<file path="src/rtl/t16_pkg.sv">
`default_nettype none
package t16_pkg;

    localparam int ADDR_W = 4;

    // Register byte locations on the slave port.
    localparam logic [3:0] OFS_CTRL_A   = 4'h0;
    localparam logic [3:0] OFS_CTRL_B   = 4'h1;
    localparam logic [3:0] OFS_CNT_LO   = 4'h2;
    localparam logic [3:0] OFS_CNT_HI   = 4'h3;
    localparam logic [3:0] OFS_CMPA_LO  = 4'h4;
    localparam logic [3:0] OFS_CMPA_HI  = 4'h5;
    localparam logic [3:0] OFS_CMPB_LO  = 4'h6;
    localparam logic [3:0] OFS_CMPB_HI  = 4'h7;
    localparam logic [3:0] OFS_CAP_LO   = 4'h8;
    localparam logic [3:0] OFS_CAP_HI   = 4'h9;
    localparam logic [3:0] OFS_FLAG     = 4'hA;
    localparam logic [3:0] OFS_MASK     = 4'hB;

    // Field positions.
    localparam int BIT_WGM_LO   = 0;
    localparam int BIT_WGM_HI   = 3;
    localparam int BIT_CS       = 0;
    localparam int BIT_CAP_SRC  = 5;
    localparam int BIT_CAP_EDGE = 6;
    localparam int BIT_NOISE    = 7;
    localparam int BIT_OVF      = 0;
    localparam int BIT_CMPA     = 1;
    localparam int BIT_CMPB     = 2;
    localparam int BIT_CAP      = 5;
    localparam logic [7:0] FLAG_USED = 8'h27;

    // Values after reset.
    localparam logic [7:0]  RST_BYTE = 8'h00;
    localparam logic [15:0] RST_WORD = 16'h0000;

    // Counter limits.
    localparam logic [15:0] CNT_FLOOR = 16'h0000;
    localparam logic [15:0] CNT_MAX   = 16'hFFFF;
    localparam logic [15:0] TOP_8BIT  = 16'h00FF;
    localparam logic [15:0] TOP_9BIT  = 16'h01FF;
    localparam logic [15:0] TOP_10BIT = 16'h03FF;

    // Prescaler taps, as masks of a free-running ten-bit count.
    localparam logic [9:0] PRE_DIV8    = 10'h007;
    localparam logic [9:0] PRE_DIV64   = 10'h03F;
    localparam logic [9:0] PRE_DIV256  = 10'h0FF;
    localparam logic [9:0] PRE_DIV1024 = 10'h3FF;

    // Noise filter length in system clock samples.
    localparam int NOISE_LEN = 4;

    typedef enum logic [2:0] {
        CS_STOP, CS_DIV1, CS_DIV8, CS_DIV64,
        CS_DIV256, CS_DIV1024, CS_EXT_FALL, CS_EXT_RISE
    } t16_clksel_t;

endpackage
`default_nettype wire

</file>
<file path="src/rtl/t16_core.sv">
`timescale 1ns/1ps
`default_nettype none
module t16_core (
    // System
    input  wire logic                      sys_clk,
    input  wire logic                      reset,
    // Avalon-MM slave
    input  wire logic [t16_pkg::ADDR_W-1:0] avs_address,
    input  wire logic                      avs_read,
    input  wire logic                      avs_write,
    input  wire logic [7:0]                avs_writedata,
    output logic      [7:0]                avs_readdata,
    output logic                           avs_waitrequest,
    // Pins
    input  wire logic                      external_count_pin,
    input  wire logic                      capture_pin,
    input  wire logic                      comparator_out,
    // To waveform generator and interrupt controller
    output logic      [15:0]               timer_count,
    output logic                           cmp_match_a,
    output logic                           cmp_match_b,
    output logic                           wave_a_allowed,
    output logic                           at_floor,
    output logic                           at_max,
    output logic                           at_top,
    output logic      [7:0]                int_request
);
    import t16_pkg::*;

    logic        ack_q;
    logic [7:0]  rdata_q;
    logic [7:0]  temp_q;
    logic [7:0]  ctrl_a_q;
    logic [7:0]  ctrl_b_q;
    logic [15:0] cnt_q;
    logic [15:0] cmpa_buf_q;
    logic [15:0] cmpb_buf_q;
    logic [15:0] cmpa_act_q;
    logic [15:0] cmpb_act_q;
    logic [15:0] cap_q;
    logic [7:0]  flag_q;
    logic [7:0]  mask_q;
    logic [9:0]  pre_q;
    logic        ext_s1, ext_s2, ext_s3;
    logic        cpin_s1, cpin_s2;
    logic        acmp_s1, acmp_s2;
    logic [NOISE_LEN-1:0] nc_q;
    logic        filt_q;
    logic        lvl_q;
    logic        match_a_q, match_b_q;
    logic [15:0] top;
    logic        tick;
    logic [7:0]  rmux;

    // Bus handshake: one wait cycle so that read data leave a flip-flop.
    wire req      = avs_read | avs_write;
    wire first    = req & ~ack_q;
    wire wr       = avs_write & ack_q;
    wire rd_first = avs_read & first;
    assign avs_waitrequest = first;
    assign avs_readdata    = rdata_q;

    wire wr_ctrl_a  = wr && avs_address == OFS_CTRL_A;
    wire wr_ctrl_b  = wr && avs_address == OFS_CTRL_B;
    wire wr_cnt_lo  = wr && avs_address == OFS_CNT_LO;
    wire wr_cmpa_lo = wr && avs_address == OFS_CMPA_LO;
    wire wr_cmpb_lo = wr && avs_address == OFS_CMPB_LO;
    wire wr_cap_lo  = wr && avs_address == OFS_CAP_LO;
    wire wr_flag    = wr && avs_address == OFS_FLAG;
    wire wr_mask    = wr && avs_address == OFS_MASK;
    wire wr_hi      = wr && (avs_address == OFS_CNT_HI
                          || avs_address == OFS_CMPA_HI
                          || avs_address == OFS_CMPB_HI
                          || avs_address == OFS_CAP_HI);
    wire rd_cnt_lo  = rd_first && avs_address == OFS_CNT_LO;
    wire rd_cap_lo  = rd_first && avs_address == OFS_CAP_LO;

    // Mode decode.
    wire [3:0] wgm = {ctrl_b_q[BIT_WGM_HI+1:BIT_WGM_HI],
                      ctrl_a_q[BIT_WGM_LO+1:BIT_WGM_LO]};
    wire [2:0] cs  = ctrl_b_q[BIT_CS+2:BIT_CS];
    wire cap_top   = wgm == 4'h8 || wgm == 4'hA || wgm == 4'hC
                  || wgm == 4'hE;
    wire pwm_mode  = !(wgm == 4'h0 || wgm == 4'h4 || wgm == 4'hC
                    || wgm == 4'hD);
    // Compare A as PWM top cannot also shape output A.
    assign wave_a_allowed = !(wgm == 4'h9 || wgm == 4'hB
                           || wgm == 4'hF);

    always_comb begin
        case (wgm)
            4'h1, 4'h5: top = TOP_8BIT;
            4'h2, 4'h6: top = TOP_9BIT;
            4'h3, 4'h7: top = TOP_10BIT;
            4'h4, 4'h9, 4'hB, 4'hF: top = cmpa_act_q;
            4'h8, 4'hA, 4'hC, 4'hE: top = cap_q;
            default: top = CNT_MAX;
        endcase
    end

    assign timer_count = cnt_q;
    assign at_floor    = cnt_q == CNT_FLOOR;
    assign at_max      = cnt_q == CNT_MAX;
    assign at_top      = cnt_q == top;

    // Timer tick selection.
    wire ext_rise = ext_s2 & ~ext_s3;
    wire ext_fall = ~ext_s2 & ext_s3;
    always_comb begin
        case (t16_clksel_t'(cs))
            CS_STOP:     tick = 1'b0;
            CS_DIV1:     tick = 1'b1;
            CS_DIV8:     tick = (pre_q & PRE_DIV8) == PRE_DIV8;
            CS_DIV64:    tick = (pre_q & PRE_DIV64) == PRE_DIV64;
            CS_DIV256:   tick = (pre_q & PRE_DIV256) == PRE_DIV256;
            CS_DIV1024:  tick = pre_q == PRE_DIV1024;
            CS_EXT_FALL: tick = ext_fall;
            CS_EXT_RISE: tick = ext_rise;
            default:     tick = 1'b0;
        endcase
    end

    // Capture input path; disabled while the capture register is the top.
    wire cap_raw   = ctrl_b_q[BIT_CAP_SRC] ? acmp_s2 : cpin_s2;
    wire cap_lvl   = ctrl_b_q[BIT_NOISE] ? filt_q : cap_raw;
    wire cap_edge  = ctrl_b_q[BIT_CAP_EDGE] ? (cap_lvl & ~lvl_q)
                                            : (~cap_lvl & lvl_q);
    wire cap_event = cap_edge & ~cap_top;
    wire nc_ones   = &nc_q;
    wire nc_zeros  = ~|nc_q;

    // Compare results, continuous against the live counter.
    wire eq_a = cnt_q == cmpa_act_q;
    wire eq_b = cnt_q == cmpb_act_q;
    wire buf_load = !pwm_mode || (tick && cnt_q == top);

    // Flags: a hardware set wins over a write-one clear in the same cycle.
    logic [7:0] flag_set;
    always_comb begin
        flag_set = 8'h00;
        flag_set[BIT_OVF]  = tick && cnt_q == top;
        flag_set[BIT_CMPA] = match_a_q;
        flag_set[BIT_CMPB] = match_b_q;
        flag_set[BIT_CAP]  = cap_event;
    end
    wire [7:0] flag_clr = wr_flag ? avs_writedata : 8'h00;
    wire [7:0] flag_d   = ((flag_q & ~flag_clr) | flag_set) & FLAG_USED;
    assign int_request  = flag_q & mask_q;
    assign cmp_match_a  = match_a_q;
    assign cmp_match_b  = match_b_q;

    // Read mux; high bytes of counter and capture come from the holder.
    always_comb begin
        case (avs_address)
            OFS_CTRL_A:  rmux = ctrl_a_q;
            OFS_CTRL_B:  rmux = ctrl_b_q;
            OFS_CNT_LO:  rmux = cnt_q[7:0];
            OFS_CNT_HI:  rmux = temp_q;
            OFS_CMPA_LO: rmux = cmpa_buf_q[7:0];
            OFS_CMPA_HI: rmux = cmpa_buf_q[15:8];
            OFS_CMPB_LO: rmux = cmpb_buf_q[7:0];
            OFS_CMPB_HI: rmux = cmpb_buf_q[15:8];
            OFS_CAP_LO:  rmux = cap_q[7:0];
            OFS_CAP_HI:  rmux = temp_q;
            OFS_FLAG:    rmux = flag_q;
            OFS_MASK:    rmux = mask_q;
            default:     rmux = 8'h00;
        endcase
    end

    always_ff @(posedge sys_clk) begin
        if (reset) begin
            ack_q   <= 1'b0;
            rdata_q <= RST_BYTE;
        end else begin
            ack_q <= first;
            if (rd_first) begin
                rdata_q <= rmux;
            end
        end
    end

    // Shared high-byte holder; counter and capture low-byte reads load it on the request's first edge, high-byte writes on the acknowledged edge.
    always_ff @(posedge sys_clk) begin
        if (reset) begin
            temp_q <= RST_BYTE;
        end else if (wr_hi) begin
            temp_q <= avs_writedata;
        end else if (rd_cnt_lo) begin
            temp_q <= cnt_q[15:8];
        end else if (rd_cap_lo) begin
            temp_q <= cap_q[15:8];
        end
    end

    always_ff @(posedge sys_clk) begin
        if (reset) begin
            ctrl_a_q <= RST_BYTE;
            ctrl_b_q <= RST_BYTE;
            mask_q   <= RST_BYTE;
            flag_q   <= RST_BYTE;
        end else begin
            if (wr_ctrl_a) begin
                ctrl_a_q <= avs_writedata;
            end
            if (wr_ctrl_b) begin
                ctrl_b_q <= avs_writedata;
            end
            if (wr_mask) begin
                mask_q <= avs_writedata & FLAG_USED;
            end
            flag_q <= flag_d;
        end
    end

    // Counter; a bus write outranks counting and wrapping.
    always_ff @(posedge sys_clk) begin
        if (reset) begin
            cnt_q <= RST_WORD;
        end else if (wr_cnt_lo) begin
            cnt_q <= {temp_q, avs_writedata};
        end else if (tick) begin
            cnt_q <= (cnt_q == top) ? CNT_FLOOR : cnt_q + 16'h0001;
        end
    end

    // Compare buffers load only on low-byte writes.
    always_ff @(posedge sys_clk) begin
        if (reset) begin
            cmpa_buf_q <= RST_WORD;
            cmpb_buf_q <= RST_WORD;
            cmpa_act_q <= RST_WORD;
            cmpb_act_q <= RST_WORD;
            match_a_q  <= 1'b0;
            match_b_q  <= 1'b0;
        end else begin
            if (wr_cmpa_lo) begin
                cmpa_buf_q <= {temp_q, avs_writedata};
            end
            if (wr_cmpb_lo) begin
                cmpb_buf_q <= {temp_q, avs_writedata};
            end
            if (buf_load) begin
                cmpa_act_q <= cmpa_buf_q;
                cmpb_act_q <= cmpb_buf_q;
            end
            match_a_q <= tick & eq_a;
            match_b_q <= tick & eq_b;
        end
    end

    // Capture register; software may write it only while it defines top.
    always_ff @(posedge sys_clk) begin
        if (reset) begin
            cap_q <= RST_WORD;
        end else if (wr_cap_lo && cap_top) begin
            cap_q <= {temp_q, avs_writedata};
        end else if (cap_event) begin
            cap_q <= cnt_q;
        end
    end

    // Pin synchronisers, prescaler and noise filter.
    always_ff @(posedge sys_clk) begin
        if (reset) begin
            ext_s1  <= 1'b0;
            ext_s2  <= 1'b0;
            ext_s3  <= 1'b0;
            cpin_s1 <= 1'b0;
            cpin_s2 <= 1'b0;
            acmp_s1 <= 1'b0;
            acmp_s2 <= 1'b0;
            pre_q   <= 10'h000;
            nc_q    <= '0;
            filt_q  <= 1'b0;
            lvl_q   <= 1'b0;
        end else begin
            ext_s1  <= external_count_pin;
            ext_s2  <= ext_s1;
            ext_s3  <= ext_s2;
            cpin_s1 <= capture_pin;
            cpin_s2 <= cpin_s1;
            acmp_s1 <= comparator_out;
            acmp_s2 <= acmp_s1;
            pre_q   <= pre_q + 10'h001;
            nc_q    <= {nc_q[NOISE_LEN-2:0], cap_raw};
            if (nc_ones) begin
                filt_q <= 1'b1;
            end else if (nc_zeros) begin
                filt_q <= 1'b0;
            end
            lvl_q <= cap_lvl;
        end
    end

    // The master can take its answer exactly one edge after asking.
    a_bus_one_wait: assert property (
        @(posedge sys_clk) disable iff (reset)
        first |=> !avs_waitrequest ##0 ack_q)
        else $error("waitrequest did not fall after one cycle");

    a_low_write_commit: assert property (
        @(posedge sys_clk) disable iff (reset)
        wr_cnt_lo |=> cnt_q == {$past(temp_q), $past(avs_writedata)})
        else $error("low byte write did not commit the full word");

    a_low_read_copy: assert property (
        @(posedge sys_clk) disable iff (reset)
        rd_cnt_lo |=> temp_q == $past(cnt_q[15:8])
                      ##0 avs_readdata == $past(cnt_q[7:0]))
        else $error("low byte read did not load the holding register");

    a_high_write_only: assert property (
        @(posedge sys_clk) disable iff (reset)
        wr_hi |=> $stable(cmpa_buf_q) && $stable(cmpb_buf_q)
                  && temp_q == $past(avs_writedata))
        else $error("high byte write changed a word register");

    a_cmp_high_read: assert property (
        @(posedge sys_clk) disable iff (reset)
        (rd_first && avs_address == OFS_CMPA_HI)
        |=> avs_readdata == $past(cmpa_buf_q[15:8]) && $stable(temp_q))
        else $error("compare high read used the holding register");

    a_fixed_top: assert property (
        @(posedge sys_clk) disable iff (reset)
        (wgm == 4'h2 && tick && cnt_q == TOP_9BIT && !wr_cnt_lo)
        |=> cnt_q == CNT_FLOOR)
        else $error("nine bit mode did not wrap at its top");

    a_match_flag: assert property (
        @(posedge sys_clk) disable iff (reset)
        (tick && eq_b) |=> ##1 flag_q[BIT_CMPB])
        else $error("compare match B did not set its flag");

    a_mask_gate: assert property (
        @(posedge sys_clk) disable iff (reset)
        (flag_q[BIT_OVF] && !mask_q[BIT_OVF]) |-> !int_request[BIT_OVF])
        else $error("masked request reached the output");

    a_stopped_hold: assert property (
        @(posedge sys_clk) disable iff (reset)
        (cs == 3'h0 && !wr_cnt_lo) |=> $stable(cnt_q))
        else $error("counter moved with no clock source");

    a_cap_lock: assert property (
        @(posedge sys_clk) disable iff (reset)
        (wr_cap_lo && !cap_top && !cap_event) |=> $stable(cap_q))
        else $error("capture register written outside top modes");

endmodule // t16_core
`default_nettype wire

</file>
<file path="config.mk">
export PLATFORM = sky130hd
export DESIGN_NAME = t16_core
export DESIGN_NICKNAME = d
export VERILOG_FILES = /design/src/rtl/t16_pkg.sv /design/src/rtl/t16_core.sv
export SDC_FILE = /design/constraint.sdc
export NUM_CORES = 1
export LEC_CHECK = 0
export ABC_AREA = 0
export BUFFER_PORTS_ARGS = -buffer_cell sky130_fd_sc_hd__clkbuf_2
export CORE_MARGIN = 2
export CORE_UTILIZATION = 40
export CTS_BUF_LIST = sky130_fd_sc_hd__clkbuf_8
export DETAILED_ROUTE_END_ITERATION = 12
export GPL_ROUTABILITY_DRIVEN = 0
export HOLD_SLACK_MARGIN = 0.1
export PLACE_DENSITY_LB_ADDON = 0.15
export SLEW_MARGIN = 20
export SYNTH_ARGS = -nofsm -noshare
export SYNTH_HDL_FRONTEND = slang
export SYNTH_SLANG_ARGS = --single-unit
</file>
<file path="constraint.sdc">
create_clock -name sys_clk -period 6.6 [get_ports sys_clk]
set_input_delay 1.32 -clock sys_clk [delete_from_list [all_inputs] [get_ports sys_clk]]
set_output_delay 1.32 -clock sys_clk [all_outputs]
set_load 0.1 [all_outputs]
</file>
After elaboration in Yosys (flattened, before gate mapping)
Index checks and enable logic that the tools add are counted.
Cells by class
  multiplexer cells: 17
  reductions and logical operators: 41
  add/subtract/negate cells: 2
  equality and inequality tests: 42
  bitwise logic cells: 21
Operator list (number)
  one-hot mux 8 bit (11 select lines): 1
  2-to-1 mux 16 bit: 5
  one-hot mux 16 bit (5 select lines): 1
  equality test 16 bit: 3
  equality test 4 bit (second input constant): 12
  equality test 4 x 3 -> 1 bit (second input constant): 8
  2-to-1 mux 8 bit: 3
  adder 16 x 1 -> 16 bit (second input constant): 1
  equality test 16 bit (second input constant): 1
  equality test 4 x 2 -> 1 bit (second input constant): 4
  logical NOT 16 bit: 1
  equality test 3 bit (second input constant): 5
  logical AND 1 bit: 13
  AND 6 bit: 2
  logical OR 1 bit: 12
  OR reduction 4 bit: 3
  adder 10 x 1 -> 10 bit (second input constant): 1
  AND 1 bit: 10
  equality test 10 bit (second input constant): 1
  equality test 4 x 1 -> 1 bit (second input constant): 2
  equality test 8 bit (second input constant): 1
  logical NOT 4 bit: 2
  one-hot mux 1 bit (8 select lines): 1
  OR reduction 2 bit: 4
  15 further kinds: 26
Storage, ports and cells
  input port bits: 19
  bits in registers: 162
  logic and storage cells: 149

Longest topological paths before layout
  depth after elaboration: 8
  depth in mapped cells: 12
  gate-level depth less buffers: 10

Least setup slack after synthesis
OpenSTA, ideal clock, no wires.
  path type: reg2out
  start: register cnt_q[3] (netlist: timer_count[3])
  end: output at_top
  cell stages (with the launch flop): 8
  buffers on the path: 1
  path slack: 1.273 ns
  arrival time: 4.007 ns
  path through: dfxtp_1 > clkbuf_1 > o22ai_1 > or3_1 > o32a_1 > nor3_2 > and3_1 > nor2b_1
Between the ends
  longest elaborated chain between the ends: 1
Ends and longest elaborated chain
  start, declared: RTL line t16_core.sv:35  | logic [15:0] cnt_q;
  start signal, assigned: RTL line t16_core.sv:221  | cnt_q <= {temp_q, avs_writedata};
  start signal, assigned: RTL line t16_core.sv:223  | cnt_q <= (cnt_q == top) ? CNT_FLOOR : cnt_q + 16'h0001;
  equality test 16 bit: RTL line t16_core.sv:104  | assign at_top = cnt_q == top;
  end, declared: RTL line t16_core.sv:25  | output logic at_top,
No other way between the ends.

Final worst setup path
  start: register ctrl_b_q[4]
  end: output at_top
Between the ends
  longest elaborated chain between the ends: 4
  elaborated cells between the ends (all ways): 21
Ends and longest elaborated chain
  start, declared: RTL line t16_core.sv:34  | logic [7:0] ctrl_b_q;
  start signal, assigned: RTL line t16_core.sv:207  | ctrl_b_q <= avs_writedata;
  equality test 4 bit (tied with other cells): RTL line t16_core.sv:91  | case (wgm)
  OR reduction 4 bit / OR reduction 2 bit (equally long branches): RTL line t16_core.sv:91
  one-hot mux 16 bit (5 select lines) *: RTL line t16_core.sv:91
  equality test 16 bit *: RTL line t16_core.sv:104
Every way passes the cells marked *; elsewhere a longest branch is shown, timed or not.

==> run metrics <==
status=complete, no violations; Tot Pwr=2.00 mW; clock sink count=162; minimum clock period=roughly 5.2 ns; average size of a mapped cell=8.30 µm²; first-pass GRT wire length=44600 µm; skew final=about 0.014 ns; number of setup violations in the final report=0; Die W=roughly 150 µm; Core Region=21200 µm²; worst endpoint required time=5.28 ns; Power Dens Cells=212 nW/µm²; clock slew at reported path FFs=0.10 ns; final WL=29400 µm; Syn Inst Count=1046; Post-CTS Resized=0; Antenna Nets Post-Route=0; YS warnings=0; hold slack=0.446 ns; H-tree levels=4; CTS Buffer Depth=2; hold_buf cts=0; area taken by flip-flops and latches=3240 µm²; Seq cells post-synth=roughly 160; synth-to-layout area growth=8.53%; IO Port Bufs=53; Crit. End Element=output port; CTS tree=built; Post-synth ARST share=0; Starting Density=0.410; slew margin rel.=0.346; n_diodes=0; # fillers=2141; Iter 0 DRT Violations=712; Syn Std Cell Area=8680 µm²; total global-route track usage=0.264; DIE HEIGHT=151 µm; worst hold path class=flop to flop; vias per cell=5.79; worst slew pin tran=roughly 0.98 ns; max-slew violations=0; Final Util=0.445; Worst Setup Start Kind=flop; Die ar.=22900 µm²; endpoints failing hold=0; Crit path arrival time=3.87 ns; Final period util=0.786; RSZ-0062 raised after global routing=false; total iterations of the first detailed-routing run=5; DRC violations left=0; multi-input logic area=5030 µm²; initial antenna violation count=0; root buffer cell=clkbuf_8; vias in the first global route=7127; Ports=58; Max Cap Violations=0; Yosys cell types=67; Leak=approximately 3.4 nW; layout cells sized above 1=0.108; CP Class=flop to output port; Worst-Skew Late Latency=0.47 ns; Synth Flop Type=dfxtp_1; sequential share of the synthesized area=0.374; Worst VDD drop=119 µV; FP Rows=53; Worst Path Max Fanout=27; Max Clk Rate=0.193 GHz; EDFF count, synth=0; TNS Setup=0 ns; gr ovfl total=0; DP HPWL=about 20000 µm; pin count of the biggest net entering global routing=98; # Post-CTS Setup Buffers=0; DR WL/cell=22.1 µm; TritonCTS Buffers=17; nets@finish=1065; Via Count=7697
## power by group
part           internal [mW]  switching [mW]  total [mW]
Sequential             0.991          0.0200        1.01
Combinational         0.0544           0.162       0.217
Clock                  0.329           0.443       0.772
Total                   1.37           0.625        2.00
## layout by cell type (no fill, tap or decap), types with 11 or more instances in the layout
cell type	instances
a21oi_1	64
nand3_1	22
and2_1	12
a211oi_1	23
nand2_1	108
nor2b_1	22
o21ai_0	18
xnor2_1	29
buf_4	12
clkbuf_2	52
clkbuf_8	18
nand2b_1	75
dfxtp_1	162
inv_1	12
xor2_1	20
and3_1	14
o22ai_1	16
nand4_1	11
nor2_1	102
mux2i_1	88
nor3_1	27
## cells in the mapped netlist, types with 3 or more instances
cell | instances | share of area
a211oi_1 | 23 | 0.020
and3_1 | 14 | 0.010
xnor2_1 | 29 | 0.029
xor2_1 | 20 | 0.020
o21ai_0 | 18 | 0.010
buf_2 | 4 | 0.0023
nand2_1 | 108 | 0.047
o32a_1 | 3 | 0.0035
a22oi_1 | 5 | 0.0043
a31oi_1 | 4 | 0.0029
a221oi_1 | 6 | 0.0061
o22a_1 | 3 | 0.0030
a32o_1 | 4 | 0.0046
nor4b_1 | 4 | 0.0040
nor4_1 | 7 | 0.0050
mux2i_1 | 88 | 0.10
o21bai_1 | 3 | 0.0026
clkbuf_1 | 70 | 0.030
nand4_1 | 11 | 0.0079
nand3b_1 | 5 | 0.0043
nor2_1 | 102 | 0.044
nand2b_1 | 75 | 0.054
and2_1 | 12 | 0.0086
dfxtp_1 | 162 | 0.37
a2111oi_0 | 3 | 0.0030
a32oi_1 | 6 | 0.0061
mux2_2 | 3 | 0.0039
buf_6 | 4 | 0.0052
nor3_1 | 27 | 0.016
buf_1 | 6 | 0.0026
ha_1 | 4 | 0.0058
inv_1 | 12 | 0.0052
or3_1 | 7 | 0.0050
nor2b_1 | 22 | 0.016
o22ai_1 | 16 | 0.012
a22o_1 | 7 | 0.0071
nand3_1 | 22 | 0.013
buf_4 | 6 | 0.0052
o211ai_1 | 5 | 0.0043
o21a_1 | 5 | 0.0043
or4_1 | 4 | 0.0035
a21oi_1 | 65 | 0.037
a311oi_1 | 4 | 0.0040
nor3b_1 | 6 | 0.0052
## cell families after synthesis
| family | Yosys count | synth area share |
|---|---|---|
| other cells | 1 | 0.000432 |
| fa+ha+maj | 4 | 0.00577 |
| mux | 93 | 0.111 |
| simple gates | 439 | 0.258 |
| compound gates | 196 | 0.151 |
| buf+inv | 102 | 0.0507 |
| xor+xnor | 49 | 0.0494 |
| flops | 162 | 0.374 |
## final timing paths
check	depth (start not counted)	start	slack, ns	endpoint
max	8	ctrl_b_q[4]$_SDFFE_PP0P_	1.41	at_top
max reg2reg	8	ctrl_b_q[4]$_SDFFE_PP0P_	2.98	timer_count[12]$_SDFFE_PP0P_
min reg2reg	1	ext_s1$_SDFF_PP0_	0.45	ext_s2$_SDFF_PP0_
min	1	ext_s1$_SDFF_PP0_	0.45	ext_s2$_SDFF_PP0_
## metrics by stage
stage | cells | cell area [µm²] | setup WS [ns]
floorplan | 1049 | 8690 | 1.27
global route | 1330 | 9420 | 1.19
global placement | 1298 | 9000 | 2.07
CTS | 1330 | 9410 | 1.49
detailed placement | 1298 | 9000 | 2.02
finish | 1330 | 9420 | 1.41
## worst max-delay path: stages (launching register included)
cell and delay [ns]:
dfxtp_1 0.85, nor3b_2 0.32, o22ai_1 0.11, or3_1 0.38, o32a_1 0.32, nor3_2 0.27
and3_1 0.26, nor2b_1 0.34, clkbuf_2 0.53
## routing by layer
metal	vias up	GRT usage	routed length [µm]
met1	3656	0.383	13600
met4	0	0.0827	833
met2	350	0.388	12600
met3	42	0.0566	2360
met5	-	0	0
li1	3649	-	-
## sequential cells by signal (all words and copies together), names as in the netlist, 4 cells and up
register / flops
avs_readdata: 8
cap_q: 16
cmpa_act_q: 16
cmpa_buf_q: 16
cmpb_act_q: 16
cmpb_buf_q: 16
ctrl_a_q: 8
ctrl_b_q: 8
flag_q: 4
mask_q: 4
nc_q: 4
pre_q: 10
temp_q: 8
timer_count: 16
## cell type report
cell class	count	share of cell area
clock inverter	14	0.0173
inverter	12	0.00478
clock buffer	18	0.0263
timing repair buffer	64	0.0372
sequential	162	0.344
tap	275	0.0365
multi-input combinational	785	0.534
No activity file was read; power rests on OpenSTA's default activity.
